`config.mk`:
```
export PLATFORM = sky130hd
export DESIGN_NAME = opstat_encoder_flat
export DESIGN_NICKNAME = d
export VERILOG_FILES = /design/src/opstat_pkg.sv /design/src/opstat_if.sv /design/src/opstat_encoder.sv /design/src/flat_wrapper.sv
export VERILOG_INCLUDE_DIRS = /design/src
export SDC_FILE = /design/constraint.sdc
export NUM_CORES = 1
export LEC_CHECK = 0
export BUFFER_PORTS_ARGS = -buffer_cell sky130_fd_sc_hd__buf_2
export CAP_MARGIN = 20
export CORE_ASPECT_RATIO = 0.9
export CORE_UTILIZATION = 25
export CTS_CLUSTER_DIAMETER = 50
export DETAILED_ROUTE_END_ITERATION = 16
export PLACE_DENSITY = 0.57
export SLEW_MARGIN = 20
export SYNTH_ARGS = -nofsm -noshare
export SYNTH_HDL_FRONTEND = slang
export SYNTH_SLANG_ARGS = --single-unit
```
`constraint.sdc`:
```
create_clock -name i_clk_sys -period 2 [get_ports i_clk_sys]
set_input_delay 0.2 -clock i_clk_sys [delete_from_list [all_inputs] [get_ports i_clk_sys]]
set_output_delay 0.2 -clock i_clk_sys [all_outputs]
set_load 0.01 [all_outputs]
```
`src/opstat_map.svh`:
```
/*
 Constants for the operation status encoder: status codes and instruction
 word fields.
 Assumes inclusion by bare name from the package only.
*/
`ifndef OPSTAT_MAP_SVH
`define OPSTAT_MAP_SVH

// ==========================================================
// Status codes
`define OPS_DEFAULT 5'h00
`define OPS_DATA_ADDR 5'h01
`define OPS_INT_ACK 5'h02
`define OPS_RET_FIRST 5'h04
`define OPS_RET_SECOND 5'h07
`define OPS_ST_IMG 5'h08
`define OPS_LD_IMG 5'h0A
`define OPS_ST_COP 5'h0C
`define OPS_LD_COP 5'h0E
`define OPS_EXT_BASE 5'h10
`define OPS_RESERVED 5'h1F

// ==========================================================
// Instruction word fields
`define SEQ_OP_HI 31
`define SEQ_OP_LO 24
`define IMG_OP_HI 23
`define IMG_OP_LO 0
`define SEQ_RET_FIRST 8'hF0
`define SEQ_RET_SECOND 8'hF1
`define SEQ_XFER_CLASS 8'h00
`define XFER_KIND_HI 23
`define XFER_KIND_LO 21
`define XFER_EXT_BIT 15
`define XFER_EXT_HI 14
`define XFER_EXT_LO 11
`define XFER_ST_IMG 3'h1
`define XFER_LD_IMG 3'h2
`define XFER_ST_COP 3'h5
`define XFER_LD_COP 3'h6
`define IMG_AGEN_HI 23
`define IMG_AGEN_LO 20
`define IMG_AGEN_CODE 4'hA
`define IMG_ALIGN_CODE 4'hB
`define EXT_REG_MAX 4'hE

`endif

```
`src/opstat_pkg.sv`:
```
/*
 Types shared by both ends of the operation status link.
 Assumes opstat_map.svh is on the include path.
*/
package opstat_pkg;
`include "opstat_map.svh"
   typedef logic [4:0] opcode_t;
   typedef logic [31:0] word_t;
endpackage

```
`src/opstat_if.sv`:
```
/*
 Link between the code sequencer encoder and the external decode logic.
 Assumes one clock shared by both ends.
*/
`timescale 1ns/100ps
interface opstat_if;
   logic [4:0] operation_status_code;
   logic neutralize_n;
   logic [31:0] data_address_bus;
   logic data_address_drive;
   logic master_int_enable;
   logic hold_request;
   modport encoder (output operation_status_code, output neutralize_n,
      output data_address_bus, output data_address_drive,
      output master_int_enable, input hold_request);
   modport decoder (input operation_status_code, input neutralize_n,
      input data_address_bus, input data_address_drive,
      input master_int_enable, output hold_request);
endinterface

```
`src/opstat_encoder.sv`:
```
/*
 Operation status encoder of the code sequencer: one code per cycle
 from the latched instruction word and system state.
 Assumes the decoder end on the same clock; reset is asynchronous.
*/
`timescale 1ns/100ps
// Summary of operation
// RULE_01: Examine whole 32-bit word each cycle.
// RULE_02: Default all-zero code otherwise.
// RULE_03: Prior-cycle hold forces default code.
// RULE_04: Address generation gives code 00001.
// RULE_05: Interrupt acknowledge and reset give 00010.
// RULE_06: Acknowledge cycle neutralizes its instruction.
// RULE_07: First return instruction gives 00100.
// RULE_08: Second return gives 00111, drives address; the encoder drives it only when the image half generates an address.
// RULE_09: Restore word: return high, assert low.
// RULE_10: Image store 01000, with address 01001.
// RULE_11: Image load 01010, with address 01011.
// RULE_12: Coprocessor store 0110x, load 0111x.
// RULE_13: External register: 1 plus number.
// RULE_14: Partner clocks address on flagged codes.
// RULE_15: Byte align may emit load code.
// RULE_16: Prefer external registers over memory mapping.
// RULE_17: Memory drives data during loads.
// RULE_18: Register select reserves address bus.
// RULE_19: Partner latches code address transparently.
// RULE_20: Interrupt enable low inside handler.
// RULE_21: Odd code when address generated.
// RULE_22: Branch shadow neutralizes data transfers.
// RULE_23: Code from latched word, held whole cycle.
module opstat_encoder
   import opstat_pkg::*;
(
   // Clock and reset.
   input wire logic i_clk_sys,
   input wire logic i_reset,
   // Link.
   opstat_if.encoder link,
   // Sequencer side.
   input wire logic [31:0] i_instr,
   input wire logic i_branch_shadow,
   input wire logic i_int_take,
   input wire logic [31:0] i_adr_reg,
   input wire logic [31:0] i_gen_addr,
   output logic o_shadow_clear
);
   typedef enum logic [3:0] {
      ST_RUN = 4'h1,
      ST_ACK = 4'h2,
      ST_HANDLER = 4'h4,
      ST_RETURN = 4'h8
   } int_e;

   typedef struct packed {
      int_e phase;
      logic [4:0] code;
      logic neutralize_n_n;
      logic [31:0] ad;
      logic ad_drv;
      logic mie;
      logic shadow_clr;
      logic in_reset;
   } enc_s;
   enc_s st_r;
   enc_s st_nxt;

   // Odd member when the image half generates an address.
   function automatic logic [4:0] pair_code(input logic [4:0] base,
                                            input logic agen);
      pair_code = {base[4:1], agen}; // RULE_21
   endfunction

   // ==========================================================
   // Code selection from the word latched at this edge.
   //
   // The selection is one priority chain, so exactly one code wins in
   // every cycle and the external decoder never sees two at once.
   //
   // Order of the chain, highest first:
   //    1. The cycle right after reset, which repeats the reset code.
   //    2. A hold seen at the end of the previous cycle, which forces
   //       the default code whatever the word holds.
   //    3. The acknowledge cycle of an interrupt.
   //    4. The first and then the second return instruction.
   //    5. An external register transfer.
   //    6. Image and coprocessor stores and loads.
   //    7. A bare address generation in the image half.
   //
   // The hold is taken from the decoder's registered copy, so it acts
   // one cycle after the user raised it; this matches the rule that a
   // hold at the end of one cycle silences the next.
   //
   // Transfers in the branch shadow are dropped here rather than in the
   // decoder, because only this end knows the shadow bit. The image half
   // is still examined in a shadow cycle, since its own address work and
   // its byte align go on regardless of the sequencer op.
   //
   // The byte align reports a load unless a code higher in the chain wins.
   // A memory-mapped peripheral would take that as a real read, which is
   // why register transfers are the recommended way to reach outside logic.
   //
   // Register number fifteen is never produced; such a word falls
   // through to the load and store decode like any other transfer.
   //
   // The address drive flag is raised on every code that tells the
   // decoder to clock its address register, except a second return whose
   // image half generates no address; that one leaves the bus stale.
   //
   // Limitation: the interrupt phase only leaves the handler on the
   // second return op; a handler that never returns keeps the enable low.
   always_comb begin
      logic [7:0] seq_op;
      logic [2:0] kind;
      logic agen;
      logic align;
      logic xfer;
      seq_op = i_instr[`SEQ_OP_HI:`SEQ_OP_LO]; // RULE_01
      kind = i_instr[`XFER_KIND_HI:`XFER_KIND_LO];
      agen = i_instr[`IMG_AGEN_HI:`IMG_AGEN_LO] == `IMG_AGEN_CODE;
      align = i_instr[`IMG_AGEN_HI:`IMG_AGEN_LO] == `IMG_ALIGN_CODE;
      xfer = seq_op == `SEQ_XFER_CLASS && !i_branch_shadow; // RULE_22
      st_nxt = st_r;
      st_nxt.in_reset = 1'b0;
      st_nxt.code = `OPS_DEFAULT; // RULE_02
      st_nxt.neutralize_n_n = !i_branch_shadow;
      st_nxt.ad_drv = 1'b0;
      st_nxt.ad = st_r.ad;
      st_nxt.shadow_clr = i_branch_shadow;
      case (st_r.phase)
         ST_RUN: begin
            if (i_int_take) begin
               st_nxt.phase = ST_ACK;
            end
         end
         ST_ACK: begin
            st_nxt.phase = ST_HANDLER;
         end
         ST_HANDLER: begin
            if (seq_op == `SEQ_RET_SECOND) begin
               st_nxt.phase = ST_RETURN;
            end
         end
         ST_RETURN: begin
            st_nxt.phase = ST_RUN;
         end
         default: begin
            st_nxt.phase = ST_RUN;
         end
      endcase
      st_nxt.mie = st_nxt.phase == ST_RUN || st_nxt.phase == ST_RETURN; // RULE_20
      if (st_r.in_reset) begin
         st_nxt.code = `OPS_INT_ACK; // RULE_05
      end else if (link.hold_request) begin
         st_nxt.code = `OPS_DEFAULT; // RULE_03
      end else if (st_nxt.phase == ST_ACK) begin
         st_nxt.code = `OPS_INT_ACK; // RULE_05
         st_nxt.neutralize_n_n = 1'b0; // RULE_06
      end else if (seq_op == `SEQ_RET_FIRST) begin
         st_nxt.code = `OPS_RET_FIRST; // RULE_07
      end else if (seq_op == `SEQ_RET_SECOND) begin
         st_nxt.code = `OPS_RET_SECOND; // RULE_08
         if (agen) begin
            // Restore word: assert form sits in the low 24 bits.
            st_nxt.ad = i_adr_reg; // RULE_09
            st_nxt.ad_drv = 1'b1;
         end
      end else if (xfer && i_instr[`XFER_EXT_BIT] &&
                   i_instr[`XFER_EXT_HI:`XFER_EXT_LO] <= `EXT_REG_MAX) begin
         st_nxt.code = {1'b1, i_instr[`XFER_EXT_HI:`XFER_EXT_LO]}; // RULE_13
      end else if (xfer && kind == `XFER_ST_IMG) begin
         st_nxt.code = pair_code(`OPS_ST_IMG, agen); // RULE_10
      end else if ((xfer && kind == `XFER_LD_IMG) || align) begin
         st_nxt.code = pair_code(`OPS_LD_IMG, agen); // RULE_11 RULE_15
      end else if (xfer && kind == `XFER_ST_COP) begin
         st_nxt.code = pair_code(`OPS_ST_COP, agen); // RULE_12
      end else if (xfer && kind == `XFER_LD_COP) begin
         st_nxt.code = pair_code(`OPS_LD_COP, agen); // RULE_12
      end else if (agen) begin
         st_nxt.code = `OPS_DATA_ADDR; // RULE_04
      end
      if (st_nxt.code == `OPS_DATA_ADDR ||
          (st_nxt.code[4:3] == 2'b01 && st_nxt.code[0])) begin
         st_nxt.ad = i_gen_addr;
         st_nxt.ad_drv = 1'b1;
      end
   end

   // ==========================================================
   // One register stage keeps the code stable all cycle.
   always_ff @(posedge i_clk_sys or posedge i_reset) begin
      if (i_reset) begin
         st_r.phase <= ST_RUN;
         st_r.code <= `OPS_INT_ACK;
         st_r.neutralize_n_n <= 1'b1;
         st_r.ad <= 32'h00000000;
         st_r.ad_drv <= 1'b0;
         st_r.mie <= 1'b1;
         st_r.shadow_clr <= 1'b0;
         st_r.in_reset <= 1'b1;
      end else begin
         st_r <= st_nxt; // RULE_23
      end
   end

   assign link.operation_status_code = st_r.code;
   assign link.neutralize_n = st_r.neutralize_n_n;
   assign link.data_address_bus = st_r.ad;
   assign link.data_address_drive = st_r.ad_drv;
   assign link.master_int_enable = st_r.mie;
   assign o_shadow_clear = st_r.shadow_clr;
endmodule

```
`src/flat_wrapper.sv`:
```
// flat-port wrapper written by rule: the top's interface ports become plain ports
module opstat_encoder_flat import opstat_pkg::*;
  (i_clk_sys, i_reset, i_instr, i_branch_shadow, i_int_take, i_adr_reg, i_gen_addr, o_shadow_clear, link_operation_status_code, link_neutralize_n, link_data_address_bus, link_data_address_drive, link_master_int_enable, link_hold_request);
  opstat_if link_i ();
  input wire logic i_clk_sys;
  input wire logic i_reset;
  input wire logic [31:0] i_instr;
  input wire logic i_branch_shadow;
  input wire logic i_int_take;
  input wire logic [31:0] i_adr_reg;
  input wire logic [31:0] i_gen_addr;
  output logic o_shadow_clear;
  output wire logic [$bits(link_i.operation_status_code)-1:0] link_operation_status_code;
  output wire logic [$bits(link_i.neutralize_n)-1:0] link_neutralize_n;
  output wire logic [$bits(link_i.data_address_bus)-1:0] link_data_address_bus;
  output wire logic [$bits(link_i.data_address_drive)-1:0] link_data_address_drive;
  output wire logic [$bits(link_i.master_int_enable)-1:0] link_master_int_enable;
  input wire logic [$bits(link_i.hold_request)-1:0] link_hold_request;
  assign link_operation_status_code = link_i.operation_status_code;
  assign link_neutralize_n = link_i.neutralize_n;
  assign link_data_address_bus = link_i.data_address_bus;
  assign link_data_address_drive = link_i.data_address_drive;
  assign link_master_int_enable = link_i.master_int_enable;
  assign link_i.hold_request = link_hold_request;
  opstat_encoder u_core (.i_clk_sys(i_clk_sys), .i_reset(i_reset), .link(link_i), .i_instr(i_instr), .i_branch_shadow(i_branch_shadow), .i_int_take(i_int_take), .i_adr_reg(i_adr_reg), .i_gen_addr(i_gen_addr), .o_shadow_clear(o_shadow_clear));
endmodule
```
# [Yosys cells after proc, flatten, opt, wreduce, memory -nomap -nowiden]
# Index checks and enable logic that the tools add are counted.
[word_totals] word_cells=67 reg_bits=46
[op_classes] eq_ne=20 magnitude_cmp=1 n_reduce_logical=16 muxes=22
[ops] cell="$mux 33" n=5
[ops] cell="$mux 34" n=2
[ops] cell="$mux 5" n=9
[ops] cell="$eq 8x8->1 const B" n=2
[ops] cell="$eq 4x4->1 const B" n=3
[ops] cell="$mux 4" n=3
[ops] cell="$pmux 4 s3" n=1
[ops] cell="$eq 4x1->1 const B" n=2
[ops] cell="$eq 4x2->1 const B" n=2
[ops] cell="$logic_and 1x1->1" n=8
[ops] cell="$logic_not 8->1" n=1
[ops] cell="$eq 3x3->1 const B" n=2
[ops] cell="$ne 2x2->1 const B" n=3
[ops] cell="$reduce_and 6->1" n=1
[ops] cell="$eq 5x1->1 const B" n=1
[ops] cell="$eq 4x3->1 const B" n=1
[ops] cell="$le 4x4->1 const B" n=1
[ops] cell="$reduce_bool 2->1" n=2
[ops] cell="$eq 3x1->1 const B" n=1
[ops] cell="$eq 3x2->1 const B" n=1
[ops] cell="$logic_or 1x1->1" n=3
[ops] cell="$eq 2x1->1 const B" n=1
[ops] cell="$mux 1" n=2
[ops] cell="$ne 2x1->1 const B" n=1
[ops] cell="$logic_not 1->1" n=1

# [Logic depth before layout (Yosys ltp)]
[depth] word_depth=18 depth_mapped=7 ltp_nobuf=6

# [Worst setup path before layout]
# OpenSTA, ideal clock, no wires.
[synth_path] path_type="register to register" startpoint="reg u_core.st_r[0] in the netlist's numbering" endpoint="reg u_core.st_r (netlist bit u_core.link.data_address_bus[19])" period_less_slack_ns=1.836 stages_incl_launch_ff=7 t_arrival_ns=1.711 required_ns=1.875 setup_slack_ns=0.164 setup_ns=0.125 cell_sequence="dfstp_2 > nor2_1 > o21ai_2 > nor3_4 > clkbuf_4 > mux2_2 > mux2_4"
[synth_via] elab_chain_len=6
[synth_lines] item="start: declaration" line="opstat_encoder.sv:64" text="enc_s st_r;"
[synth_lines] item="start signal: assignment" line="opstat_encoder.sv:201" text="st_r <= st_nxt;"
[synth_lines] item="$mux 5" line="opstat_encoder.sv:151" text="if (st_r.in_reset) begin"
[synth_lines] item="$eq 2x1->1" line="opstat_encoder.sv:182" text="(st_nxt.code[4:3] == 2'b01 && st_nxt.code[0])) begin"
[synth_lines] item="$logic_and 1x1->1" line="opstat_encoder.sv:182"
[synth_lines] item="$logic_or 1x1->1" line="opstat_encoder.sv:181" text="if (st_nxt.code == `OPS_DATA_ADDR ||"
[synth_lines] item="$ne 2x2->1 (no line), or another cell as far along"
[synth_lines] item="$reduce_and 6->1 (no line)"
# Parallel ways exist; a longest one is shown, timed or not.
# A chain may end at the register's enable or synchronous reset.

==> summary.txt <==
Power and ir drop
  – Peak supply drop: 0.330 mV
  – Pleak: 1.95 nW
  – Power per cell area: 806 mW/mm^2

STA
  – Clock period minus worst slack: 1.92 ns
  – Worst Skew: 0.00376 ns
  – # setup viols final: 0
  – Fmax: 0.521 GHz
  – Relative slew slack: 0.641
  – Max-slew violations: 0
  – Final WS setup: 0.0801 ns
  – Unrepaired setup endpoints after global routing: yes
  – Worst Max-Slew Pin Slew: 0.538 ns
  – Tcrit/Tclk final: 0.960
  – Final Hold Viols: 0

Final layout
  – Area grow syn2layout: 28.1%
  – Share of cells above drive strength 1: 0.703
  – Ant diodes: 0
  – Most common cell after layout, fill and taps aside: buf_2
  – Cell area after layout: 0.00356 sq mm
  – NumNets Final: 420
  – Most frequent cells in the layout: 126 x buf_2, 41 x dfrtp_1, 34 x mux2_2

CTS
  – Clock Latency Late Sink: 0.28 ns
  – Sink Count: 46
  – Post-CTS setup buffer count: 0
  – H-tree Lvls: 2
  – Num CTS Buffers: 5
  – TritonCTS clock tree: done
  – Clock buffer depth: 2
  – CTS clk-pin slew, worst paths: 0.06 ns
  – Root Buffer: clkbuf_16

Floorplan
  – Core Area: 0.0108 sq mm
  – Die Height: 102 um
  – Io pins: 142
  – DIE AREA: 0.0115 sq mm
  – Die Width: 113 um
  – Row count: 36
  – Initial Utilization: 0.257

Route
  – Wirelength per Cell: 12.7 um
  – Routed vias/inst: 4.30
  – Remaining routing DRC violations: 0
  – Via count: 1948
  – Final wirelength: 5750 um
  – Initial drt markers: 51
  – Post-DRT Antenna Nets: 0
  – First-pass DRT Iterations: 4

Yosys
  – Primary FF master, synth: dfrtp_1
  – Mapped Avg Cell Area: 12.7 sq um
  – FF+latch count, synth: 46
  – Seq/Total Area, Yosys: 0.417
  – Mapped cell area: 0.00278 sq mm
  – Synth Instances: 218
  – Synth Net Count: 319
  – Synth top area cells: dfrtp_1 37%, mux2_4 16%, mux2_2 14%
  – Post-synth EDFFs: 0
  – Count of distinct cell types in the synthesized netlist: 46
  – Yosys synthesis warning count: 0
  – Asr flop ratio synth: 1.00
  – Yosys top cell by area: dfrtp_1
  – Share of Yosys cell area claimed by the top area cell type: 0.369

Placement
  – Port Buf Inserts: 126
  – Placed cell areas: 0.00338 sq mm
  – Dpl ws: -0.0383 ns
  – Placer Congestion: 0.804
  – HPWL after DPL: 4440 um

GRT
  – Initial antenna violation count: 0
  – Gr usage total: 0.0985
  – Remaining global-route overflow: 0
  – Largest net degree at the start of global routing: 25
  – Vias in the first global route: 1843
  – First-pass GRT wire length: 8970 um

Worst setup path
  – R2r endpoint: u_core.link.data_address_bus[17]
  – CP Max Fanout: 19
  – Worst r2r src: u_core.st_r[42]
  – CP startpoint kind: flop
  – Reg2Reg Depth: 6
  – Arrival @ worst endpoint: 2.09 ns
  – Reg2reg setup slack: 0.08 ns
  – CP Capture Type: flop
  – WS Path Type: reg -> reg
  – Req. time, crit path: 2.17 ns

Run
  – Total of max-cap violations: 0

Worst hold path
  – Hold path depth: 1
  – Hold Crit Class: in -> reg
  – Worst hold start: i_branch_shadow
  – Hold Path Sink: u_core.o_shadow_clear

Status
  – Status: complete, no violations
final cells by class:
type / instances / area (sq um)
multi-input combinational: 125 / 1280
timing repair buffer: 137 / 778
fill: 1111 / 7250
sequential: 46 / 1160
clock buffer: 7 / 133
tap: 133 / 166
clock inverter: 1 / 30.0
inverter: 4 / 15.0
cells in the mapped netlist, drive strengths merged (3+ instances only):
cell type  count
o21ai          3
nand2          7
mux2          64
a21oi          5
nand4          3
dfstp          5
nor2           5
nor2b          4
inv            4
nor3           6
buf           42
dfrtp         41
cell families after synthesis:
group	after synthesis	share of synthesized area
and+or+nand+nor	41	0.104
buffers and inverters	47	0.126
AOI/OAI and AO/OA	19	0.0536
DFF	46	0.417
muxes	64	0.299
other	1	0.00135
stage by stage:
stage                     TNS (ns)  power (mW)  hold WS [ns]  utilization  std cells
final                            0        2.87        0.0705        0.329        453
after floorplan                  0        1.83         0.229            -        218
after global placement           0        1.94         0.287        0.313        444
after global routing       -0.0196        3.05        0.0706        0.329        453
after detailed placement    -0.133        1.96         0.294        0.313        444
after CTS                        0        2.94        0.0765        0.328        453
worst max-delay path by stage:
stage                    start                                to  slack (ns)  cells after the start
2_1_floorplan   u_core.st_r[0]  u_core.link.data_address_bus[19]        0.16                      6
3_3_place_gp       i_instr[25]   u_core.link.data_address_bus[7]       0.005                      7
3_5_place_dp       i_instr[28]  u_core.link.data_address_bus[16]       -0.04                      8
4_1_cts        u_core.st_r[42]   u_core.link.data_address_bus[3]        0.05                      6
5_1_grt        u_core.st_r[42]  u_core.link.data_address_bus[17]       -0.01                      6
6_report       u_core.st_r[42]  u_core.link.data_address_bus[17]        0.08                      6
critical path, cell delays in order (launching register included):
cell	delay, ns
dfstp_2	0.56
nand4bb_2	0.20
nor2_2	0.25
a2111oi_4	0.12
nand3b_4	0.13
buf_12	0.19
mux2_2	0.35
power by group:
group,switching (mW),total [mW],internal [mW]
clock network,0.338,0.930,0.591
registers,0.0779,1.18,1.10
logic,0.303,0.757,0.453
state kept, by name (all words and copies together) (netlist names):
| name | flops |
|---|---|
| u_core.link.master_int_enable | 1 |
| u_core.o_shadow_clear | 1 |
| u_core.st_r | 5 |
| u_core.link.operation_status_code | 5 |
| u_core.link.data_address_bus | 32 |
| u_core.link.neutralize_n | 1 |
| u_core.link.data_address_drive | 1 |
metal layers:
metal / GRT usage / wire length [um]
met3: 0.0208 / 326
met2: 0.161 / 2750
met1: 0.131 / 2630
met5: 0 / 0
met4: 0.0304 / 39
timing repair:
| item | 4_1_cts | 5_1_grt |
|---|---|---|
| endpoints found under the hold margin | 17 | 0 |
| setup endpoints to repair | 0 | 1 |
| hold buffers | 1 | 0 |
| gates resized for setup | 0 | 1 |
Note: power is estimated with default switching activity, not from simulation.
